## src/rtl/adps_pkg.sv

```systemverilog
// Constants for the address/data pin function select block.
// Assumes an APB slave window decoded on the low 16 address bits.
package adps_pkg;
   localparam int unsigned ADPS_ADDR_W   = 16;
   localparam int unsigned ADPS_PC_PINS  = 9;
   localparam int unsigned ADPS_PD_PINS  = 16;

   // Printed register offsets are kept as indices; byte address is four times
   localparam logic [31:0] ADPS_IDX_PD_DIR    = 32'hffff83a6;
   localparam logic [31:0] ADPS_IDX_PD_FUNC   = 32'hffff83ac;
   localparam logic [31:0] ADPS_IDX_PC_FUNC   = 32'hffff83b0;
   localparam logic [31:0] ADPS_IDX_FUNC_STAT = 32'hffff83b1;

   localparam logic [15:0] ADPS_ADDR_PD_DIR    = 16'(ADPS_IDX_PD_DIR << 2);
   localparam logic [15:0] ADPS_ADDR_PD_FUNC   = 16'(ADPS_IDX_PD_FUNC << 2);
   localparam logic [15:0] ADPS_ADDR_PC_FUNC   = 16'(ADPS_IDX_PC_FUNC << 2);
   localparam logic [15:0] ADPS_ADDR_FUNC_STAT = 16'(ADPS_IDX_FUNC_STAT << 2);

   localparam logic [15:0] ADPS_RST_PD_DIR  = 16'h0000;
   localparam logic [15:0] ADPS_RST_PD_FUNC = 16'h0000;
   localparam logic [8:0]  ADPS_RST_PC_FUNC = 9'h000;

   // Status word layout
   localparam int unsigned ADPS_STAT_PC_LSB = 0;
   localparam int unsigned ADPS_STAT_PD_LSB = 16;

   typedef enum logic [1:0] {
      ADPS_OPM_ROM_ON  = 2'b00,
      ADPS_OPM_ROM_OFF = 2'b01,
      ADPS_OPM_SINGLE  = 2'b10
   } adps_op_mode_type;
endpackage

```

## src/rtl/adps_pin_mux.sv

```systemverilog
// Pin function select for port C address pins 8..0 and port D data pins 15..0.
// Assumes an APB4 master on clk_sys, op_mode held static by the system,
// and an external pad that resolves pin level from output and low enable.
//
// Overview of operation
// - Port C mode bit one selects address output, zero selects general I/O.
// - ROM disabled: port C pin is address output regardless of its bit.
// - Single-chip: port C pin stays general I/O regardless of its bit.
// - Port C mode bits reset to zero.
// - Port D direction register, sixteen read/write bits, reset zero, byte lanes.
// - Port D control register, sixteen read/write mode bits, reset zero, byte lanes.
// - Port D mode bit one selects data bus line, zero selects general I/O.
// - ROM disabled: port D pin is data bus line regardless of its bit.
// - Single-chip: port D pin stays general I/O regardless of its bit.
// - Port D mode bits reset to zero.
//
// Register access over APB was chosen for this implementation.
module adps_pin_mux
   import adps_pkg::*;
#(
   parameter int unsigned PC_PINS = ADPS_PC_PINS,
   parameter int unsigned PD_PINS = ADPS_PD_PINS
) (
   input  logic                   clk_sys,
   input  logic                   rst_n,
   input  logic                   psel,
   input  logic                   penable,
   input  logic                   pwrite,
   input  logic [ADPS_ADDR_W-1:0] paddr,
   input  logic [31:0]            pwdata,
   input  logic [3:0]             pstrb,
   output logic [31:0]            prdata,
   output logic                   pready,
   output logic                   pslverr,
   input  logic [1:0]             op_mode,
   input  logic [PC_PINS-1:0]     ext_addr,
   input  logic [PD_PINS-1:0]     ext_data_out,
   input  logic                   ext_data_oe,
   output logic [PD_PINS-1:0]     ext_data_in,
   input  logic [PC_PINS-1:0]     gpio_c_out,
   input  logic [PC_PINS-1:0]     gpio_c_dir,
   output logic [PC_PINS-1:0]     gpio_c_in,
   input  logic [PD_PINS-1:0]     gpio_d_out,
   output logic [PD_PINS-1:0]     gpio_d_in,
   input  logic [PC_PINS-1:0]     pin_c_i,
   output logic [PC_PINS-1:0]     pin_c_o,
   output logic [PC_PINS-1:0]     pin_c_oe_n,
   input  logic [PD_PINS-1:0]     pin_d_i,
   output logic [PD_PINS-1:0]     pin_d_o,
   output logic [PD_PINS-1:0]     pin_d_oe_n
);

   typedef struct packed {
      logic [PD_PINS-1:0] dir_d;
      logic [PD_PINS-1:0] func_d;
      logic [PC_PINS-1:0] func_c;
      logic [31:0]        rdata;
      logic [PC_PINS-1:0] c_o;
      logic [PC_PINS-1:0] c_oe_n;
      logic [PC_PINS-1:0] c_in;
      logic [PD_PINS-1:0] d_o;
      logic [PD_PINS-1:0] d_oe_n;
      logic [PD_PINS-1:0] d_ext_in;
      logic [PD_PINS-1:0] d_gpio_in;
   } adps_state_type;

   adps_state_type state_ff;
   adps_state_type nxt_state;

   logic               rom_off;
   logic               single;
   logic [PC_PINS-1:0] eff_c;
   logic [PD_PINS-1:0] eff_d;
   logic [PC_PINS-1:0] mux_c_o;
   logic [PC_PINS-1:0] mux_c_oe_n;
   logic [PD_PINS-1:0] mux_d_o;
   logic [PD_PINS-1:0] mux_d_oe_n;
   logic               setup;
   logic               wr_acc;
   logic               hit_dir;
   logic               hit_fd;
   logic               hit_fc;
   logic               hit_st;
   logic               mapped;
   logic [31:0]        stat_word;

   assign rom_off = (op_mode == ADPS_OPM_ROM_OFF);
   assign single  = (op_mode == ADPS_OPM_SINGLE);

   // One mux per pin; port C uses only the low pins
   for (genvar i = 0; i < PD_PINS; i++) begin : g_pin
      // Single-chip beats the mode bit, ROM-off forces bus use
      assign eff_d[i] = single ? 1'b0 : (rom_off ? 1'b1 : state_ff.func_d[i]);
      assign mux_d_o[i] = eff_d[i] ? ext_data_out[i] : gpio_d_out[i];
      assign mux_d_oe_n[i] = eff_d[i] ? ~ext_data_oe : ~state_ff.dir_d[i];
      if (i < PC_PINS) begin : g_c
         assign eff_c[i] = single ? 1'b0 : (rom_off ? 1'b1 : state_ff.func_c[i]);
         assign mux_c_o[i] = eff_c[i] ? ext_addr[i] : gpio_c_out[i];
         // Address lines are always driven; GPIO direction comes from port C logic
         assign mux_c_oe_n[i] = eff_c[i] ? 1'b0 : ~gpio_c_dir[i];
      end
   end

   assign setup   = psel & ~penable;
   assign wr_acc  = psel & penable & pwrite;
   assign hit_dir = (paddr == ADPS_ADDR_PD_DIR);
   assign hit_fd  = (paddr == ADPS_ADDR_PD_FUNC);
   assign hit_fc  = (paddr == ADPS_ADDR_PC_FUNC);
   assign hit_st  = (paddr == ADPS_ADDR_FUNC_STAT);
   assign mapped  = hit_dir | hit_fd | hit_fc | hit_st;

   always_comb begin
      stat_word = 32'h0000_0000;
      stat_word[ADPS_STAT_PC_LSB +: PC_PINS] = eff_c;
      stat_word[ADPS_STAT_PD_LSB +: PD_PINS] = eff_d;
   end

   // Byte-lane merge; 8, 16 and 32-bit writes all land through pstrb
   function automatic logic [15:0] lane_merge(input logic [15:0] old_v,
                                              input logic [31:0] wd,
                                              input logic [3:0]  st);
      logic [15:0] r;
      r = old_v;
      if (st[0]) begin
         r[7:0] = wd[7:0];
      end
      if (st[1]) begin
         r[15:8] = wd[15:8];
      end
      return r;
   endfunction

   always_comb begin
      logic [15:0] fc_wide;
      fc_wide = 16'h0000;
      nxt_state = state_ff;
      nxt_state.c_o       = mux_c_o;
      nxt_state.c_oe_n    = mux_c_oe_n;
      nxt_state.d_o       = mux_d_o;
      nxt_state.d_oe_n    = mux_d_oe_n;
      nxt_state.c_in      = pin_c_i & ~eff_c;
      nxt_state.d_ext_in  = pin_d_i & eff_d;
      nxt_state.d_gpio_in = pin_d_i & ~eff_d;
      // Read data is loaded in setup so it stands from a flop in access
      if (setup & ~pwrite) begin
         nxt_state.rdata = 32'h0000_0000;
         if (hit_dir) begin
            nxt_state.rdata[PD_PINS-1:0] = state_ff.dir_d;
         end
         if (hit_fd) begin
            nxt_state.rdata[PD_PINS-1:0] = state_ff.func_d;
         end
         if (hit_fc) begin
            nxt_state.rdata[PC_PINS-1:0] = state_ff.func_c;
         end
         if (hit_st) begin
            nxt_state.rdata = stat_word;
         end
      end
      if (wr_acc & hit_dir) begin
         nxt_state.dir_d = lane_merge(state_ff.dir_d, pwdata, pstrb);
      end
      if (wr_acc & hit_fd) begin
         nxt_state.func_d = lane_merge(state_ff.func_d, pwdata, pstrb);
      end
      if (wr_acc & hit_fc) begin
         fc_wide = lane_merge(16'(state_ff.func_c), pwdata, pstrb);
         nxt_state.func_c = fc_wide[PC_PINS-1:0];
      end
      if (!rst_n) begin
         nxt_state = '0;
         nxt_state.dir_d  = ADPS_RST_PD_DIR;
         nxt_state.func_d = ADPS_RST_PD_FUNC;
         nxt_state.func_c = ADPS_RST_PC_FUNC;
         // Pins float until the first mux result is registered
         nxt_state.c_oe_n = '1;
         nxt_state.d_oe_n = '1;
      end
   end

   always_ff @(posedge clk_sys) begin
      state_ff <= nxt_state;
   end

   assign pready      = 1'b1;
   assign pslverr     = psel & penable & ~mapped;
   assign prdata      = state_ff.rdata;
   assign pin_c_o     = state_ff.c_o;
   assign pin_c_oe_n  = state_ff.c_oe_n;
   assign pin_d_o     = state_ff.d_o;
   assign pin_d_oe_n  = state_ff.d_oe_n;
   assign gpio_c_in   = state_ff.c_in;
   assign ext_data_in = state_ff.d_ext_in;
   assign gpio_d_in   = state_ff.d_gpio_in;
endmodule

```

## config.mk

```make
export PLATFORM = sky130hd
export DESIGN_NAME = adps_pin_mux
export DESIGN_NICKNAME = d
export VERILOG_FILES = /design/src/rtl/adps_pkg.sv /design/src/rtl/adps_pin_mux.sv
export SDC_FILE = /design/constraint.sdc
export NUM_CORES = 1
export LEC_CHECK = 0
export ABC_CLOCK_PERIOD_IN_PS = 3700
export BUFFER_PORTS_ARGS = -buffer_cell sky130_fd_sc_hd__buf_2
export CORE_ASPECT_RATIO = 2
export CORE_UTILIZATION = 49
export DETAILED_ROUTE_END_ITERATION = 10
export PLACE_DENSITY = 0.82
export SLEW_MARGIN = 5
export SYNTH_ARGS = -nofsm -noshare
export SYNTH_HDL_FRONTEND = slang
export SYNTH_SLANG_ARGS = --single-unit
```

## constraint.sdc

```tcl
create_clock -name clk_sys -period 3.7 [get_ports clk_sys]
set_clock_uncertainty 0.2 [all_clocks]
set_input_delay 0.37 -clock clk_sys [delete_from_list [all_inputs] [get_ports clk_sys]]
set_output_delay 0.37 -clock clk_sys [all_outputs]
set_load 0.005 [all_outputs]
```

Yosys cells after proc, flatten, opt, wreduce, memory -nomap -nowiden
Cells that the tools add are included.

word-level totals
  register bits after elaboration = 164
  input port bits = 144
  output and inout bits = 125
  logic and storage cells = 175

operators by class
  equal/unequal tests = 6
  multiplexer cells = 104
  bitwise operators = 45
  reduce and logical (&&, ||, !) cells = 6

operator list
  operator                                                           count
  1-bit two-way mux                                                  100
  16-bit by 12-bit == test with 1-bit output, second input constant  4
  16-bit bitwise AND                                                 2
  16-bit two-way mux                                                 2
  32-bit two-way mux                                                 1
  1-bit inverter                                                     29
  16-bit inverter                                                    1
  2-bit AND reduction                                                6
  9-bit bitwise AND                                                  1
  9-bit two-way mux                                                  1
  9-bit inverter                                                     1
  1-bit bitwise AND                                                  8
  1-bit OR                                                           3
  2-bit by 1-bit == test with 1-bit output, second input constant    1
  2-bit == test, second input constant                               1

Depth between registers and ports, before layout
Gate-level depths: netlist of the first run.

  depth after elaboration = 6
  gate-level depth with buffers = 8

Worst setup path after synthesis of the first run
No wires, ideal clock.

  path type = input to output
  start = input paddr[13]
  end = output pslverr
  data arrival time = 1.611 ns
  data required time = 3.130 ns
  setup slack = 1.519 ns
  stages on the path = 5
  buffers on the path = 2
  cell sequence = or4_4 -> nor4_4 -> buf_6 -> buf_6 -> nor3_1

between the ends
  longest elaborated chain between the ends = 6
  elaborated cells on any way between the ends = 9
  those cells by class = eq/ne (4); bitwise (5)

ends and longest elaborated chain
  item                                                                  line                                      RTL
  start, declared                                                       adps_pin_mux.sv:29                        input logic [ADPS_ADDR_W-1:0] paddr,
  16-bit by 12-bit == test with 1-bit output, on equally long branches  adps_pin_mux.sv:106, adps_pin_mux.sv:107
  1-bit OR (2 in a row)                                                 adps_pin_mux.sv:110                       assign mapped = hit_dir | hit_fd | hit_fc | hit_st;
  1-bit OR *                                                            adps_pin_mux.sv:110
  1-bit inverter *                                                      adps_pin_mux.sv:186                       assign pslverr = psel & penable & ~mapped;
  1-bit bitwise AND *                                                   adps_pin_mux.sv:186
  end, declared                                                         adps_pin_mux.sv:34                        output logic pslverr,

Mark *: on every way between the ends. The rest lies on a longest branch, timed or not.

Worst setup path in the final report of the first run
Same ends and word-level chain as after synthesis.

==> results.ini, run 1 <==
[place]
io_buffer_count = 249
gp_congestion = 0.934
placedCellCount = 1098
dp_hpwl_um = 13400

[worst_setup_path]
timing.rr.end = pin_d_o[4]
endpoint = pslverr
critPathRequiredTime_ns = 3.13
slowest_delay_ns = 0.60
crit_type = in -> out
cp_max_fo = 11
r2r_start = state_ff[136]
crit_chain = buf_2 -> or4_4 -> nor4_4 -> buf_4 -> nor3_1 -> buf_2
crit_top_cell = buf_2
crit_arrival_ns = 2.03
cp-start-kind = input port
critPathCaptureType = output port
rrSetupSlack_ns = 1.65
crit_slowest_cell = or4_4
r2r_cells = 5
startpoint = paddr[13]

[route]
vias = 6061
vias_per_cell = 5.09
route.detailed.drc = 0
routed_wl_um = 19100
drt_iter0_drc = 366
drt-wirelength-per-cell_um = 16.1
first_pass_iters = 5
ant_nets = 0

[final_layout]
nets = 1130
drive_above_1_share = 0.322
area_growth_pct = 23.2
stdcell_count = 1191
diodes = 0
fill_cells = 1183

[timing]
slew_viol_final = 0
finalSetupViolations = 0
relSlewSlack = 0.449
worst-slew-pin-transition_ns = 0.823
setup_tns_ns = 0
fmax_mhz = 385
fin_crit_sh = 0.702
hold_violations = 0
rsz0062_at_grt = false
min_period_ns = 2.60

[clock_tree]
cts_max_path_buffers = 2
clock-sinks = 164
cts.htree.levels = 4
cts_root_buf = clkbuf_16
clk_latency_ns = 0.43
cts_resized = 0
clk_pin_slew_ns = 0.06
cts_tree = built
cts_buffers = 17

[min_path]
hp-class = in -> reg

[synth]
syn_nets = 955
synth_compound_area_frac = 0.0941
synth_top_area_share = 0.457
yosysTopAreaCell = dfxtp_1
synth_cells = 811
synth_top_family_by_area = simple AND/OR/NAND/NOR gates
synth.mux.area_fraction = 0.0807
yosysWarnings = 0
ys_seq_area_frac = 0.457
syn-cell-area_mm2 = 0.00719
synth_adder_area_share = 0
synth-simple-area-share = 0.215
ys_types = 38
synth_xor_area_frac = 0
ys_ff_latch = 164
avgSynthCellArea_um2 = 8.87
synthTopCellsByArea = dfxtp_1, buf_4, nand2_1, mux2i_1, nor2_1

[outcome]
status = finished clean

[global_routing]
antenna_found_initial = 0
grt_pass1_wl_um = 29800
use_met3 = 0.0505
grtUsageMet1 = 0.260
grt.busiest_layer = met2
grt_pass1_vias = 6042
overflow = 0
grt_util_met2 = 0.467
grtUsageTotal = 0.257
grt_start_max_net_pins = 73

[floorplanning]
coreArea_mm2 = 0.0144
rows = 62
die-width_um = 87.7
dieArea_mm2 = 0.0152
start_util = 0.501
die_h_um = 173
ios = 269

[pwr]
leakage_uw = 0.00381
peakVddDrop_mv = 0.315
powerDensity_mw_per_mm2 = 447

[run]
drv_cap = 0

[cell usage in the layout (no fill, tap or decap), drive strengths merged, types with 18 or more instances in the layout]
| master | count |
|---|---|
| dlygate4sd3 | 61 |
| nand2 | 137 |
| nor2b | 42 |
| a21oi | 35 |
| dfxtp | 164 |
| o21ai | 35 |
| nor3 | 18 |
| mux2i | 40 |
| buf | 257 |
| nor2 | 79 |
| a21boi | 26 |
[stage by stage]
stage	total power [µW]	area [µm²]	util	setup WS, ns	hold WS [ns]
finish	3960	8860	0.617	1.10	0.00784
global route	4100	8860	0.617	1.02	0.00646
CTS	3990	8860	0.617	1.10	0.000245
detailed placement	2170	7650	0.533	1.01	0.239
global placement	2170	7650	0.533	1.09	0.234
floorplan	2080	7190	-	1.52	0.228
[logic make-up (layout without fill, tap and decap cells)]
logic type / Yosys count / after routing
AO/OA/AOI/OAI: 112 / 112
multiplexers: 56 / 56
flip-flops: 164 / 164
other: 1 / 1
AND/OR/NAND/NOR: 315 / 315
buffers and inverters: 163 / 351
[sequential cells by signal, summed over array words and instances (netlist names)]
register     flops
pin_c_oe_n       9
ext_data_in     16
prdata          32
pin_d_oe_n      16
gpio_d_in       16
pin_c_o          9
pin_d_o         16
gpio_c_in        9
state_ff        41
[worst min path at each step]
stage	depth (start not counted)	start	slack (ns)	end
2_1_floorplan	2	prdata[5]	0.23	prdata[5]
3_3_place_gp	2	prdata[8]	0.23	prdata[8]
3_5_place_dp	2	prdata[8]	0.24	prdata[8]
4_1_cts	3	pwdata[9]	0.0002	state_ff[157]
5_1_grt	3	gpio_d_out[3]	0.006	pin_d_o[3]
6_report	3	gpio_d_out[3]	0.008	pin_d_o[3]
[cells in the mapped netlist (all sizes together)]
master and n:
a221oi 8, nand3 5, clkbuf 31, mux2 16, nor2 79, nand2 137, and4b 2, o21ai 35
and4bb 1, a21oi 35, buf 131, and3 13, o2bb2ai 1, conb 1, a21boi 26, nand4b 2
or4 1, or4b 1, nor2b 42, dfxtp 164, a22oi 7, nand4 4, nor4 5, nor4b 1
nor3 18, inv 1, and2 2, or4bb 1, nand2b 1, mux2i 40
[critical path, delay by kind of cell]
family / cells / cell delay [ns]
buffers and inverters: 3 / 0.54
and+or+nand+nor: 3 / 1.12
[repair_timing]
item	CTS	global route
setup buffers	0	0
hold buffers	61	0
hold endpoints to repair	63	0
[per-layer routing]
| layer | wire, µm | vias to the layer above |
|---|---|---|
| met5 | 0 | - |
| met4 | 874 | 0 |
| met3 | 946 | 60 |
| met2 | 10300 | 275 |
| met1 | 6980 | 2805 |
| li1 | - | 2921 |
[area by class of cell]
cell class	instances	area [µm²]	area share
clock buffers	17	425	0.0480
clock inverters	15	170	0.0192
inverters	1	3.75	0.000424
multi-input cells	484	2820	0.318
flip-flops and latches	164	3280	0.371
well taps	192	240	0.0271
repair buffers	318	1920	0.217
[where the power goes]
group          switching (µW)  internal, µW  total [µW]
logic                     186           184         370
clock network             754          1010        1760
registers                11.5          1810        1830
total                     952          3010        3960
(Power assumes the default switching activity.)
==> run 2: changes to the inputs <==
- ABC_CLOCK_PERIOD_IN_PS: 3700 -> 2300
- CORE_UTILIZATION: 49 -> 45
- PLACE_DENSITY: 0.82 -> 0.79
- clock period: 3.7 -> 2.3 ns (I/O delays scaled with it)
==> run 2 against run 1 <==
  * Combinational power rose by 85%
  * Sequential power rose by 61%
  * Total power rose by 66%
  * Cell area rose by 6.9%
  * Global-route usage rose by 0.22 points
  * Critical path depth did not move
  * Via count rose by 5.1%
  * Critical path type unchanged
  * Largest power group is now the clock network
  * Highest routed layer unchanged
==> results.ini, run 2 (synthesis results as in run 1) <==
[place]
placedCellCount = 1124
io_buffer_count = 249
pre_cts_ws_ns = -0.0253
gp_congestion = 0.891
dp_hpwl_um = 14100

[clock_tree]
cts_buffers = 17
cts_tree = built
cts.htree.levels = 4
clk_pin_slew_ns = 0.06
cts_root_buf = clkbuf_16
clock-sinks = 164
clk_latency_ns = 0.42
cts_max_path_buffers = 2

[final_layout]
area_growth_pct = 31.6
drive_above_1_share = 0.321
largest_reg_flops = 41
nets = 1190
final_cell_mix = buf_2, dfxtp_1, nand2_1
top_register = state_ff
stdcell_count = 1261
final_common_cell = buf_2
fill_cells = 1291

[worst_setup_path]
crit_type = in -> out
path_delay_family = simple AND/OR/NAND/NOR gates
crit_slowest_cell = or4bb_1
critPathCaptureType = output port
startpoint = paddr[2]
r2r_start = state_ff[147]
cp-start-kind = input port
slowest_delay_ns = 0.57
cp_max_fo = 5
crit_top_cell = buf_2
crit_chain = buf_2 -> or4bb_1 -> nor4_4 -> buf_4 -> nor3_1 -> buf_2
critPathBufInv = 3
critPathRequiredTime_ns = 1.87
crit_arrival_ns = 1.72

[timing]
finalWorstSetupSlack_ns = 0.149
fin_crit_sh = 0.935
timing.hold.ws_ns = 0.0855
min_period_ns = 2.15
relSlewSlack = 0.525
rsz0062_at_grt = false
fmax_mhz = 465
slew_viol_final = 0
hold_violations = 0
finalSetupViolations = 0
worst-slew-pin-transition_ns = 0.713

[global_routing]
grt_pass1_vias = 6635
antenna_found_initial = 1
overflow = 0
grt_pass1_wl_um = 33500
grt_start_max_net_pins = 46
grtUsageTotal = 0.260

[min_path]
hold_start = pstrb[1]
hp-class = in -> reg

[route]
route.detailed.drc = 0
vias_per_cell = 5.05
routed.top_layer = met4
dr_wl_met3_um = 1020
ant_nets = 0
wl_met1_um = 7500
vias = 6369
dr_wl_met2_um = 11300
first_pass_iters = 5
routed_wl_um = 20900
drt-wirelength-per-cell_um = 16.6
drt_iter0_drc = 252

[floorplanning]
die-width_um = 91.4
dieArea_mm2 = 0.0165
start_util = 0.458
die_h_um = 181
coreArea_mm2 = 0.0157
rows = 65
ios = 269

[run]
drv_cap = 0

[pwr]
p_total_uw = 6590
peakVddDrop_mv = 0.562
leakage_uw = 0.00410
powerDensity_mw_per_mm2 = 697

[outcome]
status = finished clean

[run 2: changes by cell type in the layout (fill, tap and decap cells not counted), sizes merged]
cell,delta
diode,+1
dlygate4sd3,+41
inv,-5
clkinv,-1
buf,+19
clkbuf,+5
bufinv,+1
[run 2: what timing repair did]
| item | 4_1_cts | 5_1_grt |
|---|---|---|
| gates resized for setup | 0 | 1 |
| hold endpoints to repair | 118 | 0 |
| hold buffers | 102 | 0 |
| setup endpoints to repair | 0 | 2 |
| setup buffers | 0 | 2 |
[run 2: per-layer routing]
| metal | track usage | up-vias |
|---|---|---|
| met1 | 0.258 | 2981 |
| li1 | - | 3037 |
| met5 | 0 | - |
| met2 | 0.475 | 267 |
| met3 | 0.0589 | 84 |
| met4 | 0.165 | 0 |
[run 2: final cells by class]
cell class,instances,area (µm²),share of cell area
Sequential cell,164,3280,0.347
Multi-Input combinational cell,484,2820,0.298
Timing Repair Buffer,378,2480,0.262
Clock buffer,22,474,0.0501
Tap cell,201,251,0.0266
Clock inverter,10,148,0.0156
Inverter,1,3.75,0.000396
Antenna cell,1,2.50,0.000264
[run 2: worst paths after layout]
check | slack, ns | cells past startpoint | to
max | 0.15 | 6 | pslverr
min | 0.09 | 4 | state_ff[161]
min reg2reg | 0.25 | 2 | prdata[15]
max reg2reg | 0.27 | 5 | pin_d_o[15]
[run 2: through the flow]
step	util	setup TNS, ns	cell area (µm²)
after floorplan	-	0	7190
after global placement	0.497	0	7800
after detailed placement	0.497	-0.0943	7800
after CTS	0.602	0	9450
after global routing	0.603	0	9470
final	0.603	0	9470
[run 2: where the power goes]
part           switching [µW]  internal [µW]
clock network            1160           1800
registers                20.8           2920
logic                     323            362
total                    1510           5090
[run 2: tightest hold or removal path, delay by kind of cell]
kind	cells	cell delay [ns]
compound gates	1	0.05
buf+inv	1	0.11
simple gates	2	0.27
==> run 3: changes to the inputs <==
--- a/config.mk
+++ b/config.mk
@@ -7,8 +7,8 @@
 export LEC_CHECK = 0
-export ABC_CLOCK_PERIOD_IN_PS = 2300
+export ABC_CLOCK_PERIOD_IN_PS = 2050
 export BUFFER_PORTS_ARGS = -buffer_cell sky130_fd_sc_hd__buf_2
 export CORE_ASPECT_RATIO = 2
-export CORE_UTILIZATION = 45
+export CORE_UTILIZATION = 49
 export DETAILED_ROUTE_END_ITERATION = 10
-export PLACE_DENSITY = 0.79
+export PLACE_DENSITY = 0.82
 export SLEW_MARGIN = 5
==> constraint.sdc (replaced) <==
create_clock -name clk_sys -period 2.05 [get_ports clk_sys]
set_clock_uncertainty 0.2 [all_clocks]
set_input_delay 0.205 -clock clk_sys [delete_from_list [all_inputs] [get_ports clk_sys]]
set_output_delay 0.205 -clock clk_sys [all_outputs]
set_load 0.1 [all_outputs]
==> run 3 against run 2 <==
  * First-iteration DRC count increased by 60%
  * Via count grew 1.5%
  * Register-to-register slack got worse by 0.16 ns
  * Cell area increased by 1.4%
  * Routed wire length rose by 1.9%
  * Critical endpoint unchanged
  * Clock-buffer cell count decreased by 4
  * Utilization increased by 6.6 points
==> results.ini, run 3 (synthesis results as in run 1) <==
[timing]
rsz0062_at_grt = false
fin_crit_sh = 0.980
hold_violations = 0
fmax_mhz = 498
min_period_ns = 2.01
relSlewSlack = 0.469
worst-slew-pin-transition_ns = 0.796
slew_viol_final = 0
finalWorstSetupSlack_ns = 0.0410
finalSetupViolations = 0
timing.hold.ws_ns = 0.0389

[worst_setup_path]
critPathRequiredTime_ns = 1.64
critPathCaptureType = output port
r2r_cells = 5
cp-start-kind = input port
crit_type = in -> out
crit_arrival_ns = 1.60
cp_max_fo = 7

[final_layout]
drive_above_1_share = 0.334
largest_reg_flops = 41
nets = 1204
fin_area_mm2 = 0.00960
final_core_util = 0.669
final_common_cell = buf_2
top_register = state_ff
stdcell_count = 1265
area_growth_pct = 33.5
final_cell_mix = buf_2, dfxtp_1, nand2_1
diodes = 0

[route]
ant_nets = 0
first_pass_iters = 5
vias = 6462
route.detailed.drc = 0
routed_wl_um = 21300
drt_iter0_drc = 402
vias_per_cell = 5.11
drt-wirelength-per-cell_um = 16.8

[pwr]
pwr-share-clk = 0.402
net-switching-power_uw = 2410
power.share.combinational = 0.183
intPower_uw = 5540
seqPwrFrac = 0.415
peakVddDrop_mv = 0.607
p_sw_frac = 0.303
leakage_uw = 0.00418
powerDensity_mw_per_mm2 = 828

[place]
pre_cts_ws_ns = -0.169
place_area_mm2 = 0.00800
placedCellCount = 1133
dp_hpwl_um = 13600
io_buffer_count = 249
gp_congestion = 0.974

[clock_tree]
cts_root_buf = clkbuf_16
clock-sinks = 164
cts_tree = built
cts_max_path_buffers = 2
cts.htree.levels = 4
clk_latency_ns = 0.43
cts_buffers = 17
clk_pin_slew_ns = 0.06
post_cts.repair.setup_buffers = 0

[outcome]
status = finished clean

[floorplanning]
dieArea_mm2 = 0.0152
die-width_um = 87.7
ios = 269
rows = 62
start_util = 0.501
coreArea_mm2 = 0.0144
die_h_um = 173

[min_path]
hp-class = in -> reg
whs_path_depth = 4

[global_routing]
grt_pass1_vias = 6800
grt_pass1_wl_um = 33400
overflow = 0
grtUsageTotal = 0.290
antenna_found_initial = 0
grt_start_max_net_pins = 77

[run]
drv_cap = 0

-- run 3: worst paths after layout --
path	endpoint	startpoint	slack (ns)
worst max-delay path	pslverr	paddr[13]	0.04
worst min-delay path	state_ff[158]	pstrb[1]	0.04
worst max register to register	pin_d_o[12]	state_ff[144]	0.11
worst min register to register	prdata[6]	prdata[6]	0.25
-- run 3: layout make-up --
cell class | count | area, µm²
fillers | 1079 | 4750
flip-flops and latches | 164 | 3280
multi-input cells | 484 | 2830
repair buffers | 392 | 2650
clock buffers | 18 | 439
well taps | 192 | 240
clock inverters | 14 | 150
inverters | 1 | 3.75
-- run 3: metal layers --
layer | vias up | part of all wire | global-route usage
li1 | 3062 | - | -
met1 | 2991 | 0.36 | 0.284
met2 | 316 | 0.53 | 0.522
met3 | 93 | 0.051 | 0.0548
met4 | 0 | 0.059 | 0.212
met5 | - | 0 | 0
-- run 3: repair_timing --
item	CTS	global route
setup endpoints to repair	1	0
hold endpoints to repair	116	0
gates resized for setup	2	0
hold buffers	100	0
-- run 3: worst max-delay path, stage by stage --
cell and delay, ns:
buf_2 0.10, or4_4 0.57, nor4_4 0.28, buf_4 0.20, nor3_4 0.05, buf_6 0.19
-- run 3: power groups by stage --
stage	sequential [µW]	clock (µW)	combinational, µW
2_1_floorplan	3370	0	1060
3_3_place_gp	3360	0	1250
3_5_place_dp	3370	0	1270
4_1_cts	3300	3210	1430
5_1_grt	3300	3350	1520
6_report	3300	3190	1450
-- run 3: stage by stage --
stage	setup TNS [ns]	total power, µW
detailed placement	-2.54	4630
global route	0	8180
finish	0	7940
global placement	-1.76	4620
floorplan	0	4420
CTS	0	7940
